==> src/include/fplb_pkg.sv <==
// Constants and types shared by the front-panel LED blinker
`default_nettype none
package fplb_pkg;
	localparam int          ADDR_W      = 8;
	localparam int          DATA_W      = 8;
	localparam int          PHASE_W     = 6;
	localparam int          LEVEL_W     = 8;

	// Register offsets
	localparam logic [7:0]  DEEP_OFF    = 8'hf4;
	localparam logic [7:0]  GREEN_OFF   = 8'hf5;
	localparam logic [7:0]  YELLOW_OFF  = 8'hf6;
	localparam logic [7:0]  STATUS_OFF  = 8'hf8;
	localparam logic [7:0]  SELECT_OFF  = 8'hf9;

	// Values after reset
	localparam logic [7:0]  DEEP_RST    = 8'h00;
	localparam logic [7:0]  GREEN_RST   = 8'h87;
	localparam logic [7:0]  YELLOW_RST  = 8'h47;
	localparam logic [7:0]  SELECT_RST  = 8'h00;

	// Field positions
	localparam int          AUTO_BIT    = 7;
	localparam int          CLR_BIT     = 6;
	localparam int          POL_BIT     = 5;
	localparam int          CODE_LSB    = 0;
	localparam int          DEEP_Y_LSB  = 4;
	localparam int          DEEP_G_LSB  = 0;
	localparam int          SEL_Y_BIT   = 5;
	localparam int          SEL_G_BIT   = 4;
	localparam logic [7:0]  GREEN_MASK  = 8'hef;
	localparam logic [7:0]  YELLOW_MASK = 8'h6f;
	localparam logic [7:0]  SELECT_MASK = 8'h30;

	// Pattern codes
	localparam logic [3:0]  CODE_OFF    = 4'h0;
	localparam logic [3:0]  CODE_LOW    = 4'h7;
	localparam logic [2:0]  CODE_FAST   = 3'h6;

	// Timing
	localparam int          CLK_HZ        = 100_000_000;
	localparam int          BLINK_TICK_MS = 250;
	localparam int          BLINK_TICK_CYC = CLK_HZ / 1000 * BLINK_TICK_MS;
	localparam int          FADE_STEP_US  = 3906;
	localparam int          FADE_STEP_CYC = CLK_HZ / 1_000_000 * FADE_STEP_US;
	localparam int          PWM_DIV_CYC   = 16;

	typedef logic [3:0] fplb_code_t;

	typedef enum logic [1:0] {
		PWR_RUN,
		PWR_S3,
		PWR_S5
	} fplb_power_e;
endpackage : fplb_pkg
`default_nettype wire

==> src/include/fplb_pat_if.sv <==
// Pattern request and pin answer between the top and one pattern generator
`default_nettype none
interface fplb_pat_if;
	logic [fplb_pkg::PHASE_W-1:0] phase;
	logic                         fade_on;
	fplb_pkg::fplb_code_t         code;
	logic                         polarity;
	logic                         drive_low;

	modport gen (
		input  phase,
		input  fade_on,
		input  code,
		input  polarity,
		output drive_low
	);
	modport top (
		output phase,
		output fade_on,
		output code,
		output polarity,
		input  drive_low
	);
endinterface : fplb_pat_if
`default_nettype wire

==> src/hdl/fplb_pattern_gen.sv <==
// Decodes one pattern code into an open-drain pull-down request
`default_nettype none
module fplb_pattern_gen (
	fplb_pat_if.gen pat
);
	import fplb_pkg::*;

	logic       active;
	logic [2:0] sel;

	always_comb begin
		active         = 1'b0;
		sel            = 3'(CODE_FAST - pat.code[2:0]);
		pat.drive_low  = 1'b0;
		if (pat.code[3]) begin
			active        = pat.fade_on;
			pat.drive_low = pat.polarity ? ~active : active;
		end else if (pat.code == CODE_LOW) begin
			pat.drive_low = 1'b1;
		end else if (pat.code == CODE_OFF) begin
			pat.drive_low = 1'b0;
		end else begin
			// Code 6 takes the fastest phase bit, code 1 the slowest
			active        = pat.phase[sel];
			pat.drive_low = pat.polarity ? ~active : active;
		end
	end
endmodule : fplb_pattern_gen
`default_nettype wire

==> src/hdl/fplb_top.sv <==
// Front-panel green and yellow LED blinker with its register file
// Notes on behaviour
// - Deep register bits 7-4 give yellow code in deepest sleep when select bit 5 is 0.
// - Deep register bits 3-0 give green code in deepest sleep when select bit 4 is 0.
// - Code with top bit set fades the LED whatever the lower bits.
// - Code 0111 pulls the pin low all the time.
// - Code 0110 blinks at 2 Hz, half on half off.
// - Code 0101 blinks at 1 Hz, code 0100 at 0.5 Hz, even duty.
// - Codes 0011, 0010, 0001 blink at 0.25, 0.125, 0.0625 Hz, even duty.
// - Code 0000 leaves the open-drain pin released.
// - Auto bit clear: LEDs follow only clear-on-sleep bits and their codes.
// - Auto bit set, its reset value: LEDs follow sleep pins and codes.
// - Green clear bit 0: green code zeroed while sleep3 and power-good product low.
// - Green clear bit 1: green code kept while that product is low.
// - Green polarity bit 0 means active low, 1 active high.
// - Deep register clears to 00h only on the battery reset.
// - Green control resets to 87h on standby reset only.
// - Yellow polarity bit 0 means active low, 1 active high.
// - Yellow clear bit 0 zeroes yellow code while asleep, else code is kept.
//
// Design decision made here: the strobed register port.
`default_nettype none
module fplb_top #(
	parameter int unsigned BLINK_TICK_CYC = fplb_pkg::BLINK_TICK_CYC,
	parameter int unsigned FADE_STEP_CYC  = fplb_pkg::FADE_STEP_CYC,
	parameter int unsigned PWM_DIV_CYC    = fplb_pkg::PWM_DIV_CYC
) (
	input  wire logic                          ref_clk_in,
	input  wire logic                          reset_n_in,
	input  wire logic                          battery_reset_n_in,
	input  wire logic [fplb_pkg::ADDR_W-1:0]   reg_addr_in,
	input  wire logic [fplb_pkg::DATA_W-1:0]   reg_wdata_in,
	input  wire logic                          reg_write_in,
	input  wire logic                          reg_read_in,
	output logic      [fplb_pkg::DATA_W-1:0]   reg_rdata_out,
	input  wire logic                          sleep_state5_n_in,
	input  wire logic                          sleep_state3_n_in,
	input  wire logic                          power_good_in,
	input  wire logic                          green_indicator_pin_in,
	output logic                               green_indicator_pin_out,
	output logic                               green_indicator_pin_oe_n_out,
	input  wire logic                          yellow_indicator_pin_in,
	output logic                               yellow_indicator_pin_out,
	output logic                               yellow_indicator_pin_oe_n_out
);
	import fplb_pkg::*;

	localparam int BLINK_W = $clog2(BLINK_TICK_CYC);
	localparam int FADE_W  = $clog2(FADE_STEP_CYC);
	localparam int PWM_W   = (PWM_DIV_CYC > 1) ? $clog2(PWM_DIV_CYC) : 1;

	localparam logic [BLINK_W-1:0] BLINK_LAST = BLINK_W'(BLINK_TICK_CYC - 1);
	localparam logic [FADE_W-1:0]  FADE_LAST  = FADE_W'(FADE_STEP_CYC - 1);
	localparam logic [PWM_W-1:0]   PWM_LAST   = PWM_W'(PWM_DIV_CYC - 1);
	localparam logic [LEVEL_W-1:0] LEVEL_TOP  = '1;

	typedef struct packed {
		logic [DATA_W-1:0]  green;
		logic [DATA_W-1:0]  yellow;
		logic [DATA_W-1:0]  select;
		logic [DATA_W-1:0]  rdata;
		logic [1:0]         s3_sync;
		logic [1:0]         s5_sync;
		logic [1:0]         pg_sync;
		logic [1:0]         gpin_sync;
		logic [1:0]         ypin_sync;
		logic [BLINK_W-1:0] blink_div;
		logic [PHASE_W-1:0] phase;
		logic [FADE_W-1:0]  fade_div;
		logic [PWM_W-1:0]   pwm_div;
		logic [LEVEL_W-1:0] pwm_cnt;
		logic [LEVEL_W-1:0] duty;
		logic               fade_up;
		logic               g_oe_n;
		logic               y_oe_n;
	} fplb_state_s;

	fplb_state_s       s_q;
	fplb_state_s       s_d;
	logic [DATA_W-1:0] deep_q;
	logic [DATA_W-1:0] deep_d;
	logic [1:0]        rst_sync_q;
	logic [1:0]        bat_sync_q;
	logic              rst_n;
	logic              bat_rst_n;
	logic              awake;
	fplb_power_e       power;
	fplb_code_t        green_eff;
	fplb_code_t        yellow_eff;

	fplb_pat_if g_if ();
	fplb_pat_if y_if ();

	// Reset release is synchronised; assertion stays asynchronous
	always_ff @(posedge ref_clk_in or negedge reset_n_in) begin
		if (!reset_n_in) begin
			rst_sync_q <= 2'h0;
		end else begin
			rst_sync_q <= {rst_sync_q[0], 1'b1};
		end
	end

	always_ff @(posedge ref_clk_in or negedge battery_reset_n_in) begin
		if (!battery_reset_n_in) begin
			bat_sync_q <= 2'h0;
		end else begin
			bat_sync_q <= {bat_sync_q[0], 1'b1};
		end
	end

	assign rst_n     = rst_sync_q[1];
	assign bat_rst_n = bat_sync_q[1];

	// Sleep state decoded from synchronised pins
	assign awake = s_q.s3_sync[1] & s_q.pg_sync[1];

	always_comb begin
		if (awake) begin
			power = PWR_RUN;
		end else if (!s_q.s5_sync[1]) begin
			power = PWR_S5;
		end else begin
			power = PWR_S3;
		end
	end

	// Deep codes only replace the main ones in automatic mode in the deepest state
	always_comb begin
		green_eff  = s_q.green[CODE_LSB +: 4];
		yellow_eff = s_q.yellow[CODE_LSB +: 4];
		if (s_q.green[AUTO_BIT] && power == PWR_S5) begin
			if (!s_q.select[SEL_G_BIT]) begin
				green_eff = deep_q[DEEP_G_LSB +: 4];
			end
			if (!s_q.select[SEL_Y_BIT]) begin
				yellow_eff = deep_q[DEEP_Y_LSB +: 4];
			end
		end
	end

	assign g_if.phase    = s_q.phase;
	assign g_if.fade_on  = s_q.pwm_cnt < s_q.duty;
	assign g_if.code     = green_eff;
	assign g_if.polarity = s_q.green[POL_BIT];
	assign y_if.phase    = s_q.phase;
	assign y_if.fade_on  = s_q.pwm_cnt < s_q.duty;
	assign y_if.code     = yellow_eff;
	assign y_if.polarity = s_q.yellow[POL_BIT];

	fplb_pattern_gen u_green (
		.pat (g_if.gen)
	);

	fplb_pattern_gen u_yellow (
		.pat (y_if.gen)
	);

	// Deep register lives on the battery reset so standby loss keeps it
	always_comb begin
		deep_d = deep_q;
		if (reg_write_in && reg_addr_in == DEEP_OFF) begin
			deep_d = reg_wdata_in;
		end
	end

	always_ff @(posedge ref_clk_in or negedge bat_rst_n) begin
		if (!bat_rst_n) begin
			deep_q <= DEEP_RST;
		end else begin
			deep_q <= deep_d;
		end
	end

	always_comb begin
		s_d = s_q;

		// Input synchronisers
		s_d.s3_sync   = {s_q.s3_sync[0], sleep_state3_n_in};
		s_d.s5_sync   = {s_q.s5_sync[0], sleep_state5_n_in};
		s_d.pg_sync   = {s_q.pg_sync[0], power_good_in};
		s_d.gpin_sync = {s_q.gpin_sync[0], green_indicator_pin_in};
		s_d.ypin_sync = {s_q.ypin_sync[0], yellow_indicator_pin_in};

		// One divider feeds a binary counter, so each bit is half the rate of the one below
		if (s_q.blink_div == BLINK_LAST) begin
			s_d.blink_div = '0;
			s_d.phase     = s_q.phase + PHASE_W'(1);
		end else begin
			s_d.blink_div = s_q.blink_div + BLINK_W'(1);
		end

		// PWM carrier well above flicker rate
		if (s_q.pwm_div == PWM_LAST) begin
			s_d.pwm_div = '0;
			s_d.pwm_cnt = s_q.pwm_cnt + LEVEL_W'(1);
		end else begin
			s_d.pwm_div = s_q.pwm_div + PWM_W'(1);
		end

		// Triangle ramp of the duty level
		if (s_q.fade_div == FADE_LAST) begin
			s_d.fade_div = '0;
			if (s_q.fade_up) begin
				if (s_q.duty == LEVEL_TOP) begin
					s_d.fade_up = 1'b0;
				end else begin
					s_d.duty = s_q.duty + LEVEL_W'(1);
				end
			end else begin
				if (s_q.duty == '0) begin
					s_d.fade_up = 1'b1;
				end else begin
					s_d.duty = s_q.duty - LEVEL_W'(1);
				end
			end
		end else begin
			s_d.fade_div = s_q.fade_div + FADE_W'(1);
		end

		// Register writes; reserved bits stay zero
		if (reg_write_in) begin
			unique case (reg_addr_in)
				GREEN_OFF: begin
					s_d.green = reg_wdata_in & GREEN_MASK;
				end
				YELLOW_OFF: begin
					s_d.yellow = reg_wdata_in & YELLOW_MASK;
				end
				SELECT_OFF: begin
					s_d.select = reg_wdata_in & SELECT_MASK;
				end
				default: begin
				end
			endcase
		end

		// Sleep clearing overrides a write in the same cycle, as the pin level holds anyway
		if (!awake && !s_q.green[CLR_BIT]) begin
			s_d.green[CODE_LSB +: 4] = CODE_OFF;
		end
		if (!awake && !s_q.yellow[CLR_BIT]) begin
			s_d.yellow[CODE_LSB +: 4] = CODE_OFF;
		end
		// With the clear bits set the codes are simply left as they are

		// Read data stands only in the cycle after the strobe
		s_d.rdata = '0;
		if (reg_read_in) begin
			unique case (reg_addr_in)
				DEEP_OFF: begin
					s_d.rdata = deep_q;
				end
				GREEN_OFF: begin
					s_d.rdata = s_q.green;
				end
				YELLOW_OFF: begin
					s_d.rdata = s_q.yellow;
				end
				SELECT_OFF: begin
					s_d.rdata = s_q.select;
				end
				STATUS_OFF: begin
					s_d.rdata = {2'h0, s_q.fade_up, s_q.pg_sync[1],
						s_q.s5_sync[1], s_q.s3_sync[1],
						s_q.ypin_sync[1], s_q.gpin_sync[1]};
				end
				default: begin
					s_d.rdata = '0;
				end
			endcase
		end

		// Pins registered so the outputs never glitch
		s_d.g_oe_n = ~g_if.drive_low;
		s_d.y_oe_n = ~y_if.drive_low;
	end

	always_ff @(posedge ref_clk_in or negedge rst_n) begin
		if (!rst_n) begin
			s_q           <= '0;
			s_q.green     <= GREEN_RST;
			s_q.yellow    <= YELLOW_RST;
			s_q.select    <= SELECT_RST;
			// Pins start at their awake and released levels, so reset codes are not cleared
			s_q.s3_sync   <= 2'h3;
			s_q.s5_sync   <= 2'h3;
			s_q.pg_sync   <= 2'h3;
			s_q.gpin_sync <= 2'h3;
			s_q.ypin_sync <= 2'h3;
			s_q.fade_up   <= 1'b1;
			s_q.g_oe_n    <= 1'b1;
			s_q.y_oe_n    <= 1'b1;
		end else begin
			s_q <= s_d;
		end
	end

	// Open drain: the pad only ever pulls low
	assign green_indicator_pin_out       = 1'b0;
	assign yellow_indicator_pin_out      = 1'b0;
	assign green_indicator_pin_oe_n_out  = s_q.g_oe_n;
	assign yellow_indicator_pin_oe_n_out = s_q.y_oe_n;
	assign reg_rdata_out                 = s_q.rdata;
endmodule : fplb_top
`default_nettype wire

==> config.mk <==
export PLATFORM = sky130hd
export DESIGN_NAME = fplb_top
export DESIGN_NICKNAME = d
export VERILOG_FILES = /design/src/include/fplb_pkg.sv /design/src/include/fplb_pat_if.sv /design/src/hdl/fplb_pattern_gen.sv /design/src/hdl/fplb_top.sv
export SDC_FILE = /design/constraint.sdc
export NUM_CORES = 1
export LEC_CHECK = 0
export BUFFER_PORTS_ARGS = -buffer_cell sky130_fd_sc_hd__buf_2
export CAP_MARGIN = 30
export CELL_PAD_IN_SITES_DETAIL_PLACEMENT = 0
export CELL_PAD_IN_SITES_GLOBAL_PLACEMENT = 1
export CORE_UTILIZATION = 53
export DETAILED_ROUTE_END_ITERATION = 7
export PLACE_DENSITY_LB_ADDON = 0.1
export SLEW_MARGIN = 15
export SYNTH_ARGS = -nofsm -noshare
export SYNTH_HDL_FRONTEND = slang
export SYNTH_HIERARCHICAL = 1
export SYNTH_SLANG_ARGS = --single-unit
==> constraint.sdc <==
create_clock -name ref_clk_in -period 4.7 [get_ports ref_clk_in]
set_input_delay 0.47 -clock ref_clk_in [delete_from_list [all_inputs] [get_ports ref_clk_in]]
set_output_delay 0.47 -clock ref_clk_in [all_outputs]
set_load 0.01 [all_outputs]
==> tab_implementation.tex <==
\begin{tabular}{lr}
\hline
Metric & Value \\
\hline
\multicolumn{2}{l}{\textbf{Run status}} \\
Result of the run & completed \\
\multicolumn{2}{l}{\textbf{Yosys}} \\
Portion of synthesized cell area occupied by the leading cell type & 0.4038 \\
Yosys synthesis warning count & 6 \\
Cell count after synthesis & 541 \\
Library cell occupying the most area in the post-synthesis netlist & sky130\_fd\_sc\_hd\_\_dfrtp\_1 \\
Syn Area/Cell & 11.11 µm² \\
Main synth FF type & sky130\_fd\_sc\_hd\_\_dfrtp\_1 \\
Share of flip-flops with an asynchronous set or reset & 1.000 \\
Area of the mapped netlist & 0.006011 mm² \\
Top post-synthesis cells by area & sky130\_fd\_sc\_hd\_\_dfrtp\_1 (40\%), sky130\_fd\_sc\_hd\_\_dfstp\_2 (9.2\%), sky130\_fd\_sc\_hd\_\_mux2\_2 (5.1\%) \\
Count of flip-flops with a built-in enable after synthesis & 0 \\
Number of synthesized register bits & 118 \\
Count of different cell masters after synthesis & 60 \\
Sequential area share after synthesis & 0.4956 \\
\multicolumn{2}{l}{\textbf{Floorplan}} \\
Y dimension of the die & 108.5 µm \\
Horizontal die dimension & 108.5 µm \\
Starting utilization of the core area & 0.5497 \\
Area of the die & 0.01177 mm² \\
IO Count & 38 \\
Number of standard-cell rows in the floorplan & 38 \\
Area of the core & 0.01094 mm² \\
\multicolumn{2}{l}{\textbf{Global routing}} \\
Wire length of the first global-routing pass & 20330 µm \\
Antenna violations before repair & 2 \\
Pin count of the biggest net entering global routing & 68 \\
GRT Overall Usage & 0.2290 \\
Via count of the first global-routing pass & 4086 \\
Grt total ovfl & 0 \\
\multicolumn{2}{l}{\textbf{Drt}} \\
Length of the first detailed-routing pass in iterations & 4 \\
Initial DRC Count & 237 \\
Final antenna-violating net count & 0 \\
Via-to-Cell Ratio & 5.637 \\
Total number of vias & 4132 \\
Post-detailed-route DRC marker count & 0 \\
Post-detailed-routing wire length & 11970 µm \\
Routed length per placed instance & 16.33 µm \\
\multicolumn{2}{l}{\textbf{Placed design}} \\
Area after DPL & 0.006250 mm² \\
Number of I/O port buffers & 35 \\
Number of instances in the placed design & 696 \\
Final GP Congestion & 0.8021 \\
Setup WS pre-CTS & 1992 ps \\
Dpl hpwl & 8443 µm \\
\multicolumn{2}{l}{\textbf{Critical path}} \\
CP max FO & 5 \\
Source of the worst register-to-register timing path & s\_q[114]\$\_DFFE\_PN1P\_ \\
Kind of start point of the critical path & flop \\
Category of the worst setup path capture point & flop \\
Required time of the critical path & 5040 ps \\
Arr. time, crit path & 3060 ps \\
Terminus of the critical flop-to-flop path & green\_indicator\_pin\_oe\_n\_out\$\_DFF\_PN1\_ \\
Worst reg-to-reg path cell count & 9 \\
Crit path kind & reg -> reg \\
Setup slack, reg-to-reg & 1970 ps \\
\multicolumn{2}{l}{\textbf{Timing}} \\
Final worst clock skew & 6.923 ps \\
Setup TNS & 0 ps \\
Worst Setup Slack, final & 1971 ps \\
Count of pins over their slew limit & 0 \\
Slew @ Worst Pin & 856.7 ps \\
Max frequency & 0.3664 GHz \\
Period utilisation layout & 0.5807 \\
Endpoints failing setup & 0 \\
Setup repair after global routing missed its margin & false \\
Number of hold-slack violations in the final timing report & 0 \\
Worst-case headroom to the max-slew limit & 0.4263 \\
Final-layout worst hold slack & 146.5 ps \\
Time the final worst path needs with I/O delays and setup & 2729 ps \\
\multicolumn{2}{l}{\textbf{Clock network}} \\
Worst-case clock buffer depth & 2 \\
Root buf cell & sky130\_fd\_sc\_hd\_\_clkbuf\_16 \\
Register clock-pin slew on the reported worst setup and hold paths & 50 ps \\
Buffers inserted during post-CTS setup optimization & 0 \\
Total CTS buffers & 17 \\
H-tree levels & 4 \\
Clk\_lat worst skew & 410 ps \\
TritonCTS clock tree & done \\
Clock sink count & 118 \\
\multicolumn{2}{l}{\textbf{Final layout}} \\
Proportion of layout cells with a drive suffix above 1 & 0.2267 \\
Leading cell type in the layout, fill and taps excluded & sky130\_fd\_sc\_hd\_\_dfrtp\_1 \\
Area Growth Syn to Fin & 14.61\% \\
Final std cells w/o fill & 733 \\
Nets@finish & 627 \\
Most used cells in the layout excluding fill and tap cells & sky130\_fd\_sc\_hd\_\_dfrtp\_1 (96), sky130\_fd\_sc\_hd\_\_nor2\_1 (44), sky130\_fd\_sc\_hd\_\_buf\_2 (36) \\
Final core area utilization & 0.6300 \\
Final Cell Area & 0.006889 mm² \\
\multicolumn{2}{l}{\textbf{Worst hold path}} \\
Worst hold path class & reg -> async \\
\multicolumn{2}{l}{\textbf{Power and ir drop}} \\
Maximum vdd drop & 0.2671 mV \\
Power density over the cells & 354.4 mW/mm² \\
Leakage power total & 3.068 nW \\
Overall power of the completed layout & 2.441 mW \\
\multicolumn{2}{l}{\textbf{Flow run}} \\
Number of max-cap violations & 0 \\
\hline
\end{tabular}
## cell families after synthesis
logic type,Yosys count,share of synthesized area
multiplexers,45,0.08472
flip-flops,118,0.4956
adder cells (fa/ha/maj),23,0.04913
XOR/XNOR,53,0.07723
other,2,0.001249
AND/OR/NAND/NOR,187,0.1801
buffers and inverters,43,0.03435
AO/OA/AOI/OAI,70,0.07764
## power breakdown
group	switching [mW]	total, mW	leakage, nW	internal [mW]
logic	0.0288	0.0505	1.24	0.0218
clock network	0.437	1.33	0.298	0.895
registers	0.0224	1.06	1.53	1.04
## layout make-up
type / count / area [µm²]
fill: 900 / 4046
sequential: 118 / 2983
multi-input combinational: 382 / 2833
clock buffer: 22 / 454.2
timing repair buffer: 40 / 215.2
tap: 140 / 175.2
clock inverter: 10 / 152.6
inverter: 19 / 71.32
antenna: 2 / 5.005
## what timing repair did
item / in CTS / in global routing
hold buffers: 2 / 0
resized for setup: 0 / 0
setup endpoints to repair: 0 / 0
hold endpoints to repair: 4 / 0
## how the worst max path moves through the flow
stage / depth (start not counted) / end / slack [ps] / startpoint
4_1_cts: 9 / yellow_indicator_pin_oe_n_out$_DFF_PN1_ / 1980 / s_q[114]$_DFFE_PN1P_
6_report: 9 / green_indicator_pin_oe_n_out$_DFF_PN1_ / 1970 / s_q[114]$_DFFE_PN1P_
2_1_floorplan: 0 / g_if.phase[0]$_DFFE_PN0N_ / 1510 / rst_sync_q[1]$_DFF_PN0_
3_3_place_gp: 9 / green_indicator_pin_oe_n_out$_DFF_PN1_ / 2050 / s_q[114]$_DFFE_PN1P_
3_5_place_dp: 9 / yellow_indicator_pin_oe_n_out$_DFF_PN1_ / 1990 / s_q[114]$_DFFE_PN1P_
5_1_grt: 9 / green_indicator_pin_oe_n_out$_DFF_PN1_ / 1820 / s_q[114]$_DFFE_PN1P_
## flip-flops by register name, summed over array words and instances, names as in the netlist
| name | count |
|---|---|
| bat_sync_q | 2 |
| deep_q | 8 |
| g_if.phase | 6 |
| g_if.polarity | 1 |
| green_indicator_pin_oe_n_out | 1 |
| reg_rdata_out | 8 |
| rst_sync_q | 2 |
| s_d | 5 |
| s_q | 84 |
| yellow_indicator_pin_oe_n_out | 1 |
## synthesized netlist by cell type, types with 4 or more instances
master	number
sky130_fd_sc_hd__nand4_1	20
sky130_fd_sc_hd__dfrtp_1	97
sky130_fd_sc_hd__inv_1	19
sky130_fd_sc_hd__a221oi_1	5
sky130_fd_sc_hd__o21ai_0	15
sky130_fd_sc_hd__nand2b_1	6
sky130_fd_sc_hd__nand2_1	33
sky130_fd_sc_hd__buf_4	10
sky130_fd_sc_hd__nor4_1	6
sky130_fd_sc_hd__a21oi_1	13
sky130_fd_sc_hd__nand3_1	17
sky130_fd_sc_hd__nor2_1	44
sky130_fd_sc_hd__clkbuf_1	8
sky130_fd_sc_hd__and2_1	5
sky130_fd_sc_hd__a22oi_1	6
sky130_fd_sc_hd__o21a_1	6
sky130_fd_sc_hd__nor3_1	6
sky130_fd_sc_hd__and4_1	4
sky130_fd_sc_hd__xor2_1	26
sky130_fd_sc_hd__and3_1	12
sky130_fd_sc_hd__ha_1	22
sky130_fd_sc_hd__mux2_2	27
sky130_fd_sc_hd__mux2i_1	16
sky130_fd_sc_hd__buf_2	6
sky130_fd_sc_hd__xnor2_1	27
sky130_fd_sc_hd__dfstp_2	21
sky130_fd_sc_hd__a31oi_1	6
sky130_fd_sc_hd__a211oi_1	5
sky130_fd_sc_hd__nand3b_1	5
## layer usage
metal,global-route usage,share of wire
met1,0.3074,0.47
met4,0.09556,0.013
met5,0,0
met3,0.05485,0.038
met2,0.3553,0.47
## worst max-delay path, stage by stage (launching register included)
cell	delay, ps
sky130_fd_sc_hd__dfstp_2	550
sky130_fd_sc_hd__nand3b_1	100
sky130_fd_sc_hd__nor2_1	280
sky130_fd_sc_hd__mux2_2	430
sky130_fd_sc_hd__ha_1	250
sky130_fd_sc_hd__or4b_2	670
sky130_fd_sc_hd__a21oi_1	130
sky130_fd_sc_hd__a221oi_1	60
sky130_fd_sc_hd__o22ai_1	130
sky130_fd_sc_hd__inv_1	60
Note: power is estimated with default switching activity, not from simulation.
